## src/verilog/tmr_pkg.sv

```systemverilog
package tmr_pkg;

  // ----------------------------------------------------------------
  // Register map (byte addresses)
  // ----------------------------------------------------------------
  localparam logic [7:0] ADDR_TIMER_SETUP = 8'h00;
  localparam logic [7:0] ADDR_TICK_COUNT = 8'h04;
  localparam logic [7:0] ADDR_IRQ_CONTROL = 8'h08;
  localparam logic [7:0] ADDR_PORT_A_DIRECTION = 8'h0c;
  localparam logic [7:0] ADDR_IRQ_STATUS = 8'h10;
  localparam logic [7:0] ADDR_IRQ_MASK = 8'h14;

  // ----------------------------------------------------------------
  // Field positions
  // ----------------------------------------------------------------
  localparam int SETUP_SOURCE_BIT = 5;
  localparam int SETUP_EDGE_BIT = 4;
  localparam int SETUP_OWNER_BIT = 3;
  localparam int SETUP_RATE_LSB = 0;
  localparam int IRQC_ENABLE_BIT = 5;
  localparam int IRQC_FLAG_BIT = 2;
  localparam int STAT_OVERFLOW_BIT = 0;
  localparam int STAT_PIN_EDGE_BIT = 1;

  // ----------------------------------------------------------------
  // Reset values and constants
  // ----------------------------------------------------------------
  localparam logic [7:0] TIMER_SETUP_RESET = 8'hff;
  localparam logic [7:0] PORT_A_DIRECTION_RESET = 8'hff;
  localparam logic [7:0] TICK_COUNT_RESET = 8'h00;
  localparam logic [7:0] IRQ_CONTROL_RESET = 8'h00;
  localparam logic [1:0] IRQ_STATUS_RESET = 2'h0;
  localparam logic [1:0] IRQ_MASK_RESET = 2'h0;
  localparam logic [7:0] COUNT_MAX = 8'hff;
  localparam logic [1:0] WRITE_INHIBIT_CYCLES = 2'h2;
  localparam logic [1:0] PHASE_Q2 = 2'h1;
  localparam logic [1:0] PHASE_Q4 = 2'h3;
  localparam logic [1:0] RESP_OKAY = 2'h0;
  localparam logic [1:0] RESP_SLVERR = 2'h2;

endpackage : tmr_pkg

```

## src/verilog/tmr_prescaler.sv

```systemverilog
`timescale 1ns/1ps
`default_nettype none
module tmr_prescaler (
  input wire logic clk_i,
  input wire logic rstn_i,
  input wire logic event_i,
  input wire logic clear_i,
  input wire logic hold_i,
  input wire logic [2:0] rate_i,
  output logic timer_level_o,
  output logic wdt_wrap_o
);

  logic [7:0] cnt;
  logic [7:0] next_cnt;
  logic [7:0] low_mask;

  // ----------------------------------------------------------------
  // Divider: cnt[rate] rises every 2^(rate+1) events
  // ----------------------------------------------------------------
  always_comb begin
    next_cnt = cnt;
    if (clear_i) begin
      next_cnt = 8'h00;
    end else if (event_i && !hold_i) begin
      next_cnt = cnt + 8'h01;
    end
  end

  always_ff @(posedge clk_i) begin
    if (!rstn_i) begin
      cnt <= 8'h00;
    end else begin
      cnt <= next_cnt;
    end
  end

  assign low_mask = 8'((9'h001 << rate_i) - 9'h001);
  assign timer_level_o = cnt[rate_i];
  // Watchdog ratio is 2^rate, so rate 0 passes every event
  assign wdt_wrap_o = event_i && !hold_i && !clear_i
                      && ((cnt & low_mask) == low_mask);

endmodule : tmr_prescaler
`default_nettype wire

```

## src/verilog/tmr_phase_sync.sv

```systemverilog
`timescale 1ns/1ps
`default_nettype none
module tmr_phase_sync (
  input wire logic clk_i,
  input wire logic rstn_i,
  input wire logic level_i,
  output logic cycle_end_o,
  output logic rise_o
);

  logic [1:0] phase;
  logic [1:0] next_phase;
  logic samp_q2;
  logic next_samp_q2;
  logic samp_q4;
  logic next_samp_q4;
  logic samp_q4_d;
  logic next_samp_q4_d;

  // ----------------------------------------------------------------
  // Four phases per instruction cycle; sample on Q2 then Q4
  // ----------------------------------------------------------------
  always_comb begin
    next_phase = phase + 2'h1;
    next_samp_q2 = (phase == tmr_pkg::PHASE_Q2) ? level_i : samp_q2;
    next_samp_q4 = (phase == tmr_pkg::PHASE_Q4) ? samp_q2 : samp_q4;
    next_samp_q4_d = (phase == tmr_pkg::PHASE_Q4) ? samp_q4 : samp_q4_d;
  end

  always_ff @(posedge clk_i) begin
    if (!rstn_i) begin
      phase <= 2'h0;
      // Start high: a level that is already high at reset is no edge
      samp_q2 <= 1'b1;
      samp_q4 <= 1'b1;
      samp_q4_d <= 1'b1;
    end else begin
      phase <= next_phase;
      samp_q2 <= next_samp_q2;
      samp_q4 <= next_samp_q4;
      samp_q4_d <= next_samp_q4_d;
    end
  end

  assign cycle_end_o = (phase == tmr_pkg::PHASE_Q4);
  // One pulse per synchronised rise, at the end of the cycle after Q4 sample
  assign rise_o = cycle_end_o && samp_q4 && !samp_q4_d;

endmodule : tmr_phase_sync
`default_nettype wire

```

## src/verilog/tmr_timer_top.sv

```systemverilog
`timescale 1ns/1ps
`default_nettype none
module tmr_timer_top (
  input wire logic clk_i,
  input wire logic rstn_i,
  input wire logic [7:0] s_axi_awaddr,
  input wire logic s_axi_awvalid,
  output logic s_axi_awready,
  input wire logic [31:0] s_axi_wdata,
  input wire logic [3:0] s_axi_wstrb,
  input wire logic s_axi_wvalid,
  output logic s_axi_wready,
  output logic [1:0] s_axi_bresp,
  output logic s_axi_bvalid,
  input wire logic s_axi_bready,
  input wire logic [7:0] s_axi_araddr,
  input wire logic s_axi_arvalid,
  output logic s_axi_arready,
  output logic [31:0] s_axi_rdata,
  output logic [1:0] s_axi_rresp,
  output logic s_axi_rvalid,
  input wire logic s_axi_rready,
  input wire logic count_input_pin_i,
  input wire logic sleep_i,
  input wire logic watchdog_clear_instr_i,
  input wire logic wdt_base_tick_i,
  output logic wdt_tick_o,
  output logic timer_irq_o,
  output logic irq_o,
  output logic [7:0] port_a_direction_o
);

  // ----------------------------------------------------------------
  // Registers
  // ----------------------------------------------------------------
  logic [7:0] timer_setup, next_timer_setup;
  logic [7:0] tick_count, next_tick_count;
  logic [7:0] irq_control, next_irq_control;
  logic [7:0] port_a_direction, next_port_a_direction;
  logic [1:0] irq_status, next_irq_status;
  logic [1:0] irq_mask, next_irq_mask;
  logic [1:0] inhibit, next_inhibit;
  logic pin_d, next_pin_d;
  logic wdt_tick, next_wdt_tick;

  // Bus state
  logic aw_full, next_aw_full;
  logic w_full, next_w_full;
  logic [7:0] aw_addr, next_aw_addr;
  logic [31:0] w_data, next_w_data;
  logic [3:0] w_strb, next_w_strb;
  logic bvalid, next_bvalid;
  logic [1:0] bresp, next_bresp;
  logic rvalid, next_rvalid;
  logic [1:0] rresp, next_rresp;
  logic [31:0] rdata, next_rdata;

  // ----------------------------------------------------------------
  // Timer datapath
  // ----------------------------------------------------------------
  logic source_ext;
  logic edge_fall;
  logic owner_wdt;
  logic [2:0] rate;
  logic pin_level;
  logic pin_event;
  logic cycle_end;
  logic synced_rise;
  logic step_src;
  logic pre_event;
  logic pre_clear;
  logic pre_level;
  logic wdt_wrap;
  logic bypass_level;
  logic count_level;
  logic do_write;
  logic wr_setup, wr_count, wr_irqc, wr_porta, wr_status, wr_mask;
  logic count_step;
  logic overflow;

  assign source_ext = timer_setup[tmr_pkg::SETUP_SOURCE_BIT];
  assign edge_fall = timer_setup[tmr_pkg::SETUP_EDGE_BIT];
  assign owner_wdt = timer_setup[tmr_pkg::SETUP_OWNER_BIT];
  assign rate = timer_setup[tmr_pkg::SETUP_RATE_LSB +: 3];

  // Inverting for falling edges turns every selected edge into a rise
  assign pin_level = count_input_pin_i ^ edge_fall;
  assign pin_event = pin_level && !(pin_d ^ edge_fall);

  // Prescaler input follows its owner
  assign pre_event = owner_wdt ? wdt_base_tick_i
                   : (source_ext ? pin_event : cycle_end);
  assign pre_clear = owner_wdt ? watchdog_clear_instr_i
                   : wr_count;

  // Without prescaler the pin level goes straight to the synchroniser
  assign bypass_level = pin_level;
  assign count_level = owner_wdt ? bypass_level : pre_level;
  // A level cannot rise every cycle, so timer mode without prescaler steps on the cycle end itself
  assign step_src = (owner_wdt && !source_ext) ? cycle_end : synced_rise;

  tmr_prescaler u_prescaler (
    .clk_i(clk_i),
    .rstn_i(rstn_i),
    .event_i(pre_event),
    .clear_i(pre_clear),
    .hold_i(sleep_i),
    .rate_i(rate),
    .timer_level_o(pre_level),
    .wdt_wrap_o(wdt_wrap)
  );

  tmr_phase_sync u_phase_sync (
    .clk_i(clk_i),
    .rstn_i(rstn_i),
    .level_i(count_level),
    .cycle_end_o(cycle_end),
    .rise_o(synced_rise)
  );

  // Sleep blocks the step, so the count cannot wrap and wake anything
  assign count_step = step_src && !sleep_i && (inhibit == 2'h0);
  assign overflow = count_step && (tick_count == tmr_pkg::COUNT_MAX);

  // ----------------------------------------------------------------
  // AXI4-Lite write decode
  // ----------------------------------------------------------------
  assign do_write = aw_full && w_full && !bvalid && w_strb[0];
  assign wr_setup = do_write && (aw_addr == tmr_pkg::ADDR_TIMER_SETUP);
  assign wr_count = do_write && (aw_addr == tmr_pkg::ADDR_TICK_COUNT);
  assign wr_irqc = do_write && (aw_addr == tmr_pkg::ADDR_IRQ_CONTROL);
  assign wr_porta = do_write && (aw_addr == tmr_pkg::ADDR_PORT_A_DIRECTION);
  assign wr_status = do_write && (aw_addr == tmr_pkg::ADDR_IRQ_STATUS);
  assign wr_mask = do_write && (aw_addr == tmr_pkg::ADDR_IRQ_MASK);

  function automatic logic addr_ok(input logic [7:0] a);
    addr_ok = (a == tmr_pkg::ADDR_TIMER_SETUP) || (a == tmr_pkg::ADDR_TICK_COUNT)
           || (a == tmr_pkg::ADDR_IRQ_CONTROL) || (a == tmr_pkg::ADDR_PORT_A_DIRECTION)
           || (a == tmr_pkg::ADDR_IRQ_STATUS) || (a == tmr_pkg::ADDR_IRQ_MASK);
  endfunction : addr_ok

  // ----------------------------------------------------------------
  // Timer and register next state
  // ----------------------------------------------------------------
  always_comb begin
    next_timer_setup = wr_setup ? w_data[7:0] : timer_setup;
    next_port_a_direction = wr_porta ? w_data[7:0] : port_a_direction;
    next_irq_mask = wr_mask ? w_data[1:0] : irq_mask;
    next_pin_d = count_input_pin_i;
    next_wdt_tick = owner_wdt && wdt_wrap;

    next_tick_count = tick_count;
    next_inhibit = inhibit;
    if (wr_count) begin
      next_tick_count = w_data[7:0];
      next_inhibit = tmr_pkg::WRITE_INHIBIT_CYCLES;
    end else begin
      if (count_step) begin
        next_tick_count = tick_count + 8'h01;
      end
      if (cycle_end && (inhibit != 2'h0)) begin
        next_inhibit = inhibit - 2'h1;
      end
    end

    next_irq_control = irq_control;
    if (wr_irqc) begin
      next_irq_control = w_data[7:0];
    end
    if (overflow) begin
      next_irq_control[tmr_pkg::IRQC_FLAG_BIT] = 1'b1;
    end

    // Sticky events, write one to clear; a new event wins over the clear
    next_irq_status = irq_status;
    if (wr_status) begin
      next_irq_status = irq_status & ~w_data[1:0];
    end
    if (overflow) begin
      next_irq_status[tmr_pkg::STAT_OVERFLOW_BIT] = 1'b1;
    end
    if (pin_event) begin
      next_irq_status[tmr_pkg::STAT_PIN_EDGE_BIT] = 1'b1;
    end
  end

  // ----------------------------------------------------------------
  // Bus next state
  // ----------------------------------------------------------------
  always_comb begin
    next_aw_full = aw_full;
    next_aw_addr = aw_addr;
    next_w_full = w_full;
    next_w_data = w_data;
    next_w_strb = w_strb;
    next_bvalid = bvalid;
    next_bresp = bresp;
    next_rvalid = rvalid;
    next_rresp = rresp;
    next_rdata = rdata;
    if (s_axi_awvalid && s_axi_awready) begin
      next_aw_full = 1'b1;
      next_aw_addr = {s_axi_awaddr[7:2], 2'h0};
    end
    if (s_axi_wvalid && s_axi_wready) begin
      next_w_full = 1'b1;
      next_w_data = s_axi_wdata;
      next_w_strb = s_axi_wstrb;
    end
    if (aw_full && w_full && !bvalid) begin
      next_aw_full = 1'b0;
      next_w_full = 1'b0;
      next_bvalid = 1'b1;
      next_bresp = addr_ok(aw_addr) ? tmr_pkg::RESP_OKAY : tmr_pkg::RESP_SLVERR;
    end
    if (bvalid && s_axi_bready) begin
      next_bvalid = 1'b0;
    end
    if (s_axi_arvalid && s_axi_arready) begin
      next_rvalid = 1'b1;
      next_rresp = tmr_pkg::RESP_OKAY;
      next_rdata = 32'h0000_0000;
      case ({s_axi_araddr[7:2], 2'h0})
        tmr_pkg::ADDR_TIMER_SETUP: next_rdata[7:0] = timer_setup;
        tmr_pkg::ADDR_TICK_COUNT: next_rdata[7:0] = tick_count;
        tmr_pkg::ADDR_IRQ_CONTROL: next_rdata[7:0] = irq_control;
        tmr_pkg::ADDR_PORT_A_DIRECTION: next_rdata[7:0] = port_a_direction;
        tmr_pkg::ADDR_IRQ_STATUS: next_rdata[1:0] = irq_status;
        tmr_pkg::ADDR_IRQ_MASK: next_rdata[1:0] = irq_mask;
        default: next_rresp = tmr_pkg::RESP_SLVERR;
      endcase
    end else if (rvalid && s_axi_rready) begin
      next_rvalid = 1'b0;
    end
  end

  // ----------------------------------------------------------------
  // State registers
  // ----------------------------------------------------------------
  always_ff @(posedge clk_i) begin
    if (!rstn_i) begin
      timer_setup <= tmr_pkg::TIMER_SETUP_RESET;
      tick_count <= tmr_pkg::TICK_COUNT_RESET;
      irq_control <= tmr_pkg::IRQ_CONTROL_RESET;
      port_a_direction <= tmr_pkg::PORT_A_DIRECTION_RESET;
      irq_status <= tmr_pkg::IRQ_STATUS_RESET;
      irq_mask <= tmr_pkg::IRQ_MASK_RESET;
      inhibit <= 2'h0;
      pin_d <= 1'b0;
      wdt_tick <= 1'b0;
      aw_full <= 1'b0;
      aw_addr <= 8'h00;
      w_full <= 1'b0;
      w_data <= 32'h0000_0000;
      w_strb <= 4'h0;
      bvalid <= 1'b0;
      bresp <= 2'h0;
      rvalid <= 1'b0;
      rresp <= 2'h0;
      rdata <= 32'h0000_0000;
    end else begin
      timer_setup <= next_timer_setup;
      tick_count <= next_tick_count;
      irq_control <= next_irq_control;
      port_a_direction <= next_port_a_direction;
      irq_status <= next_irq_status;
      irq_mask <= next_irq_mask;
      inhibit <= next_inhibit;
      pin_d <= next_pin_d;
      wdt_tick <= next_wdt_tick;
      aw_full <= next_aw_full;
      aw_addr <= next_aw_addr;
      w_full <= next_w_full;
      w_data <= next_w_data;
      w_strb <= next_w_strb;
      bvalid <= next_bvalid;
      bresp <= next_bresp;
      rvalid <= next_rvalid;
      rresp <= next_rresp;
      rdata <= next_rdata;
    end
  end

  // ----------------------------------------------------------------
  // Outputs
  // ----------------------------------------------------------------
  assign s_axi_awready = !aw_full;
  assign s_axi_wready = !w_full;
  assign s_axi_bvalid = bvalid;
  assign s_axi_bresp = bresp;
  // Only one read outstanding; next address waits for the answer to drain
  assign s_axi_arready = !rvalid;
  assign s_axi_rvalid = rvalid;
  assign s_axi_rresp = rresp;
  assign s_axi_rdata = rdata;
  assign timer_irq_o = irq_control[tmr_pkg::IRQC_FLAG_BIT]
                       && irq_control[tmr_pkg::IRQC_ENABLE_BIT];
  assign irq_o = |(irq_status & irq_mask);
  assign wdt_tick_o = wdt_tick;
  assign port_a_direction_o = port_a_direction;

endmodule : tmr_timer_top
`default_nettype wire

```

## config.mk

```make
export PLATFORM = sky130hd
export DESIGN_NAME = tmr_timer_top
export DESIGN_NICKNAME = d
export VERILOG_FILES = /design/src/verilog/tmr_pkg.sv /design/src/verilog/tmr_prescaler.sv /design/src/verilog/tmr_phase_sync.sv /design/src/verilog/tmr_timer_top.sv
export SDC_FILE = /design/constraint.sdc
export NUM_CORES = 1
export LEC_CHECK = 0
export ABC_AREA = 1
export BUFFER_PORTS_ARGS = -buffer_cell sky130_fd_sc_hd__buf_2
export CAP_MARGIN = 40
export CORE_MARGIN = 8
export CORE_UTILIZATION = 25
export DETAILED_ROUTE_END_ITERATION = 16
export GPL_TIMING_DRIVEN = 0
export PLACE_DENSITY = 0.51
export SYNTH_ARGS = -nofsm -noshare
export SYNTH_HDL_FRONTEND = slang
export SYNTH_SLANG_ARGS = --single-unit
```

## constraint.sdc

```tcl
create_clock -name clk_i -period 4 [get_ports clk_i]
set_clock_uncertainty 0.15 [all_clocks]
set_input_delay 0.4 -clock clk_i [delete_from_list [all_inputs] [get_ports clk_i]]
set_output_delay 0.4 -clock clk_i [all_outputs]
set_load 0.005 [all_outputs]
```

==> metrics.csv <==
stage,metric,value,unit
global_route,grt_pass1_vias,3818,
floorplan,floorplan.die.width,146.9,um
clocking,clock-sinks,82,
global_route,maximum_number_of_pins_on_one_net_before_global_route_repair,14,
clocking,post_cts.repair.setup_buffers,0,
critical_path,cp_data_required_time,4.07,ns
critical_path,timing.critical_path.max_delay_family,simple AND/OR/NAND/NOR gates,
global_route,grt_remaining_overflow,0,
routing,routed_via_density,4.281,
logic_synthesis,synth-warning-count,0,
logic_synthesis,synth_sequential_area_ratio,38.32,%
critical_path,timing.critical_path.buf_inv,3,
critical_path,worst_setup_path_end_kind,flop,
timing,slew_viol_final,0,
timing,setup_repair_after_global_routing_missed_its_margin,false,
floorplan,floorplan.core_area,17000,um2
timing,max_clock_freq,467.6,MHz
timing,whs,0.1235,ns
clocking,cts_max_level,3,
timing,setup_viol,0,
clocking,clock_latency,0.35,ns
placed_design,gp_routability_congestion,0.8792,
logic_synthesis,synth.avg_cell_area,6.715,um2
run_status,status,completed,
timing,worst_relative_slew_slack,59.44,%
routing,post-route-drc-count,0,
routing,routed_wl,12560,um
critical_path,timing.setup.critical_path_class,flop to flop,
clocking,cts_tree,built,
timing,setup_tns,0,ns
critical_path,path_cells,clkbuf_1 -> nor2_1 -> nand2_1 -> ha_1 -> inv_1 -> a21oi_1 -> o21ai_0 -> nand2_1 -> nand2_1 -> nand2_1 -> inv_1 -> nand2_1 -> nor2_1,
floorplan,floorplan.initialDensity,25.21,%
floorplan,core.rowCount,48,
clocking,cts-root-to-sink-buffers,2,
routing,drt_first_iter_violations,280,
pwr,ir_worst_vdd,0.2818,mV
final_layout,insertedDiodeCount,0,
placed_design,placement.io_buffers,56,
routing,met1_length,5671,um
clocking,ctsRootBufferMaster,clkbuf_16,
global_route,initial_antenna_violation_count,0,
critical_path,crit_path_frequent_cell,nand2_1,
routing,ant_nets,0,
timing,post-route-period-util,53.46,%
critical_path,critical_path.max_fanout,8,
clocking,hold_buffers,0,
clocking,post_cts_resized,0,
floorplan,io_pins,115,
logic_synthesis,number_of_instances_in_the_synthesized_netlist,638,
placed_design,dp_hpwl,9849,um
timing,hold_violations,0,
clocking,numCtsBuffers,9,
floorplan,die-area,21580,um2
clocking,clk_transition_reported_paths,0.06,ns
routing,firstDrtPassIters,6,
pwr,total_leakage_power,2.453,nW
timing,final_period_minus_worst_setup_slack,2.138,ns
min_path,hold_class,primary input to flop,
critical_path,worstPathArrival,2.21,ns
critical_path,cp_slowest_cell,clkbuf_1,
critical_path,setup.worst_path.start_class,flop,
global_route,grt_use_total,11.70,%
critical_path,cp_slowest_stage_delay,0.37,ns
run,timing.max_cap.violations,0,
pwr,power_dens_cells,349.4,nW/um2
logic_synthesis,ys_seq_elements,82,
routing,dr_wl_met2,5922,um
routing,top_layer,met4,
global_route,grt_first_pass_wirelength,20060,um
routing,wire_per_inst,13.09,um
final_layout,layout-drive-gt1-share,16.21,%
routing,wl_met3,771,um
timing,worst_pin_slew,0.6084,ns
floorplan,die_h,146.9,um
routing,detailroute.via_count,4105,
final_layout,flow.area_growth_from_synthesis,21.85,%
final_layout,final_net_count,799,
logic_synthesis,netlist_area,4284,um2
logic_synthesis,synth_cell_type_count,33,
Yosys cell counts:
cell type  instances  area, um2
nor3_4             1      16.27
nand3_1           48      240.2
buf_4             27      202.7
buf_6              2      22.52
buf_1              2      7.510
o21ai_0           44      220.2
o211ai_1          15      112.6
nand4_2            1      12.51
buf_2              6      30.03
conb_1             1      3.750
inv_1             87      326.6
o2111ai_1          1      8.760
a21oi_2            1      8.760
clkbuf_1           7      26.28
a211oi_1           3      22.52
o21ai_1            1      5.000
nand4_1           10      62.56
xnor2_1            1      8.760
nand4_4            1      21.27
xor2_1             4      35.03
nand2_2            1      6.260
ha_1               6      75.07
dfxtp_1           82       1642
inv_2              3      11.26
a21oi_1           50      250.2
nor2_2             4      25.02
or2_2              1      6.260
nor3_1             2      10.01
a22o_1             1      8.760
nor2_4             1      11.26
nor2_1            97      364.1
o21a_1             1      7.510
nand2_1          126      473.0
area by class of cell:
type / instances / area (um2)
clock buffer: 12 / 256.5
clock inverter: 3 / 23.77
sequential: 82 / 1642
timing repair buffer: 56 / 280.3
buffer: 44 / 289.0
inverter: 90 / 337.8
fill: 1894 / 11780
multi-input combinational: 447 / 2110
tap: 225 / 281.5
flip-flops by register name, indices dropped and copies added, names as in the netlist, 2 cells and up:
| signal | count |
|---|---|
| aw_addr | 6 |
| inhibit | 2 |
| irq_control | 8 |
| irq_mask | 2 |
| irq_status | 2 |
| port_a_direction_o | 8 |
| s_axi_rdata | 8 |
| tick_count | 8 |
| timer_setup | 8 |
| u_phase_sync.phase | 2 |
| u_prescaler.cnt | 8 |
| w_data | 8 |
logic make-up (layout without fill, tap and decap cells):
logic type | count (synthesis) | in the layout | synth area share [%]
other | 1 | 26 | 0.08753
adders and majority gates | 6 | 6 | 1.752
DFF | 82 | 82 | 38.32
xor gates and xnor gates | 5 | 5 | 1.022
and+or+nand+nor | 293 | 293 | 29.15
buffers and inverters | 134 | 205 | 14.63
AOI/OAI and AO/OA | 117 | 117 | 15.04
through the flow:
stage	cells	util (%)	setup slack [ns]	total power (W)	cell area (um2)
final	959	30.71	1.862	0.001824	5220
after global routing	959	30.71	1.734	0.001914	5220
after CTS	959	30.71	1.864	0.001851	5220
after detailed placement	944	29.06	1.871	0.001047	4940
after global placement	944	29.06	1.873	0.001048	4940
after floorplan	663	-	2.230	0.0009856	4378
routing by layer:
metal,global-route usage [%],up-vias
li1,-,2179
met1,13.99,1802
met2,19.49,106
met3,4.060,18
met4,3.315,0
met5,0,-
worst reg2reg max path: stages, from the launching register on:
cell and delay, ns:
dfxtp_1 0.30, clkbuf_1 0.37, nor2_1 0.21, nand2_1 0.12
ha_1 0.17, inv_1 0.08, a21oi_1 0.18, o21ai_0 0.12
nand2_1 0.07, nand2_1 0.05, nand2_1 0.05, inv_1 0.03
nand2_1 0.06, nor2_1 0.05
where the power goes:
group | switching (W) | total (W) | leakage (nW) | internal (W)
clock | 0.000343 | 0.000796 | 0.131 | 0.000453
sequential | 0.0000243 | 0.000866 | 0.668 | 0.000842
combinational | 0.0000990 | 0.000161 | 1.65 | 0.0000623
total | 0.000466 | 0.00182 | 2.45 | 0.00136
layout by cell type (no fill, tap or decap), types with 6 or more instances in the layout:
master,Yosys,routed
a21oi_1,50,50
o21ai_0,44,44
nor2_1,97,97
clkbuf_16,0,9
buf_4,27,27
nand2_1,126,126
dfxtp_1,82,82
o211ai_1,15,15
clkbuf_1,7,8
nand3_1,48,48
buf_2,6,62
ha_1,6,6
nand4_1,10,10
conb_1,1,26
inv_1,87,87
path summary, 6_finish.rpt:
kind | startpoint | endpoint | slack (ns) | depth (start not counted)
max | timer_setup[0] | wdt_tick_o | 1.86 | 13
min | s_axi_wdata[4] | w_data[4] | 0.12 | 3
max reg2reg | timer_setup[0] | wdt_tick_o | 1.86 | 13
min reg2reg | irq_control[1] | irq_control[1] | 0.30 | 2
Note: power is estimated with default switching activity, not from simulation.
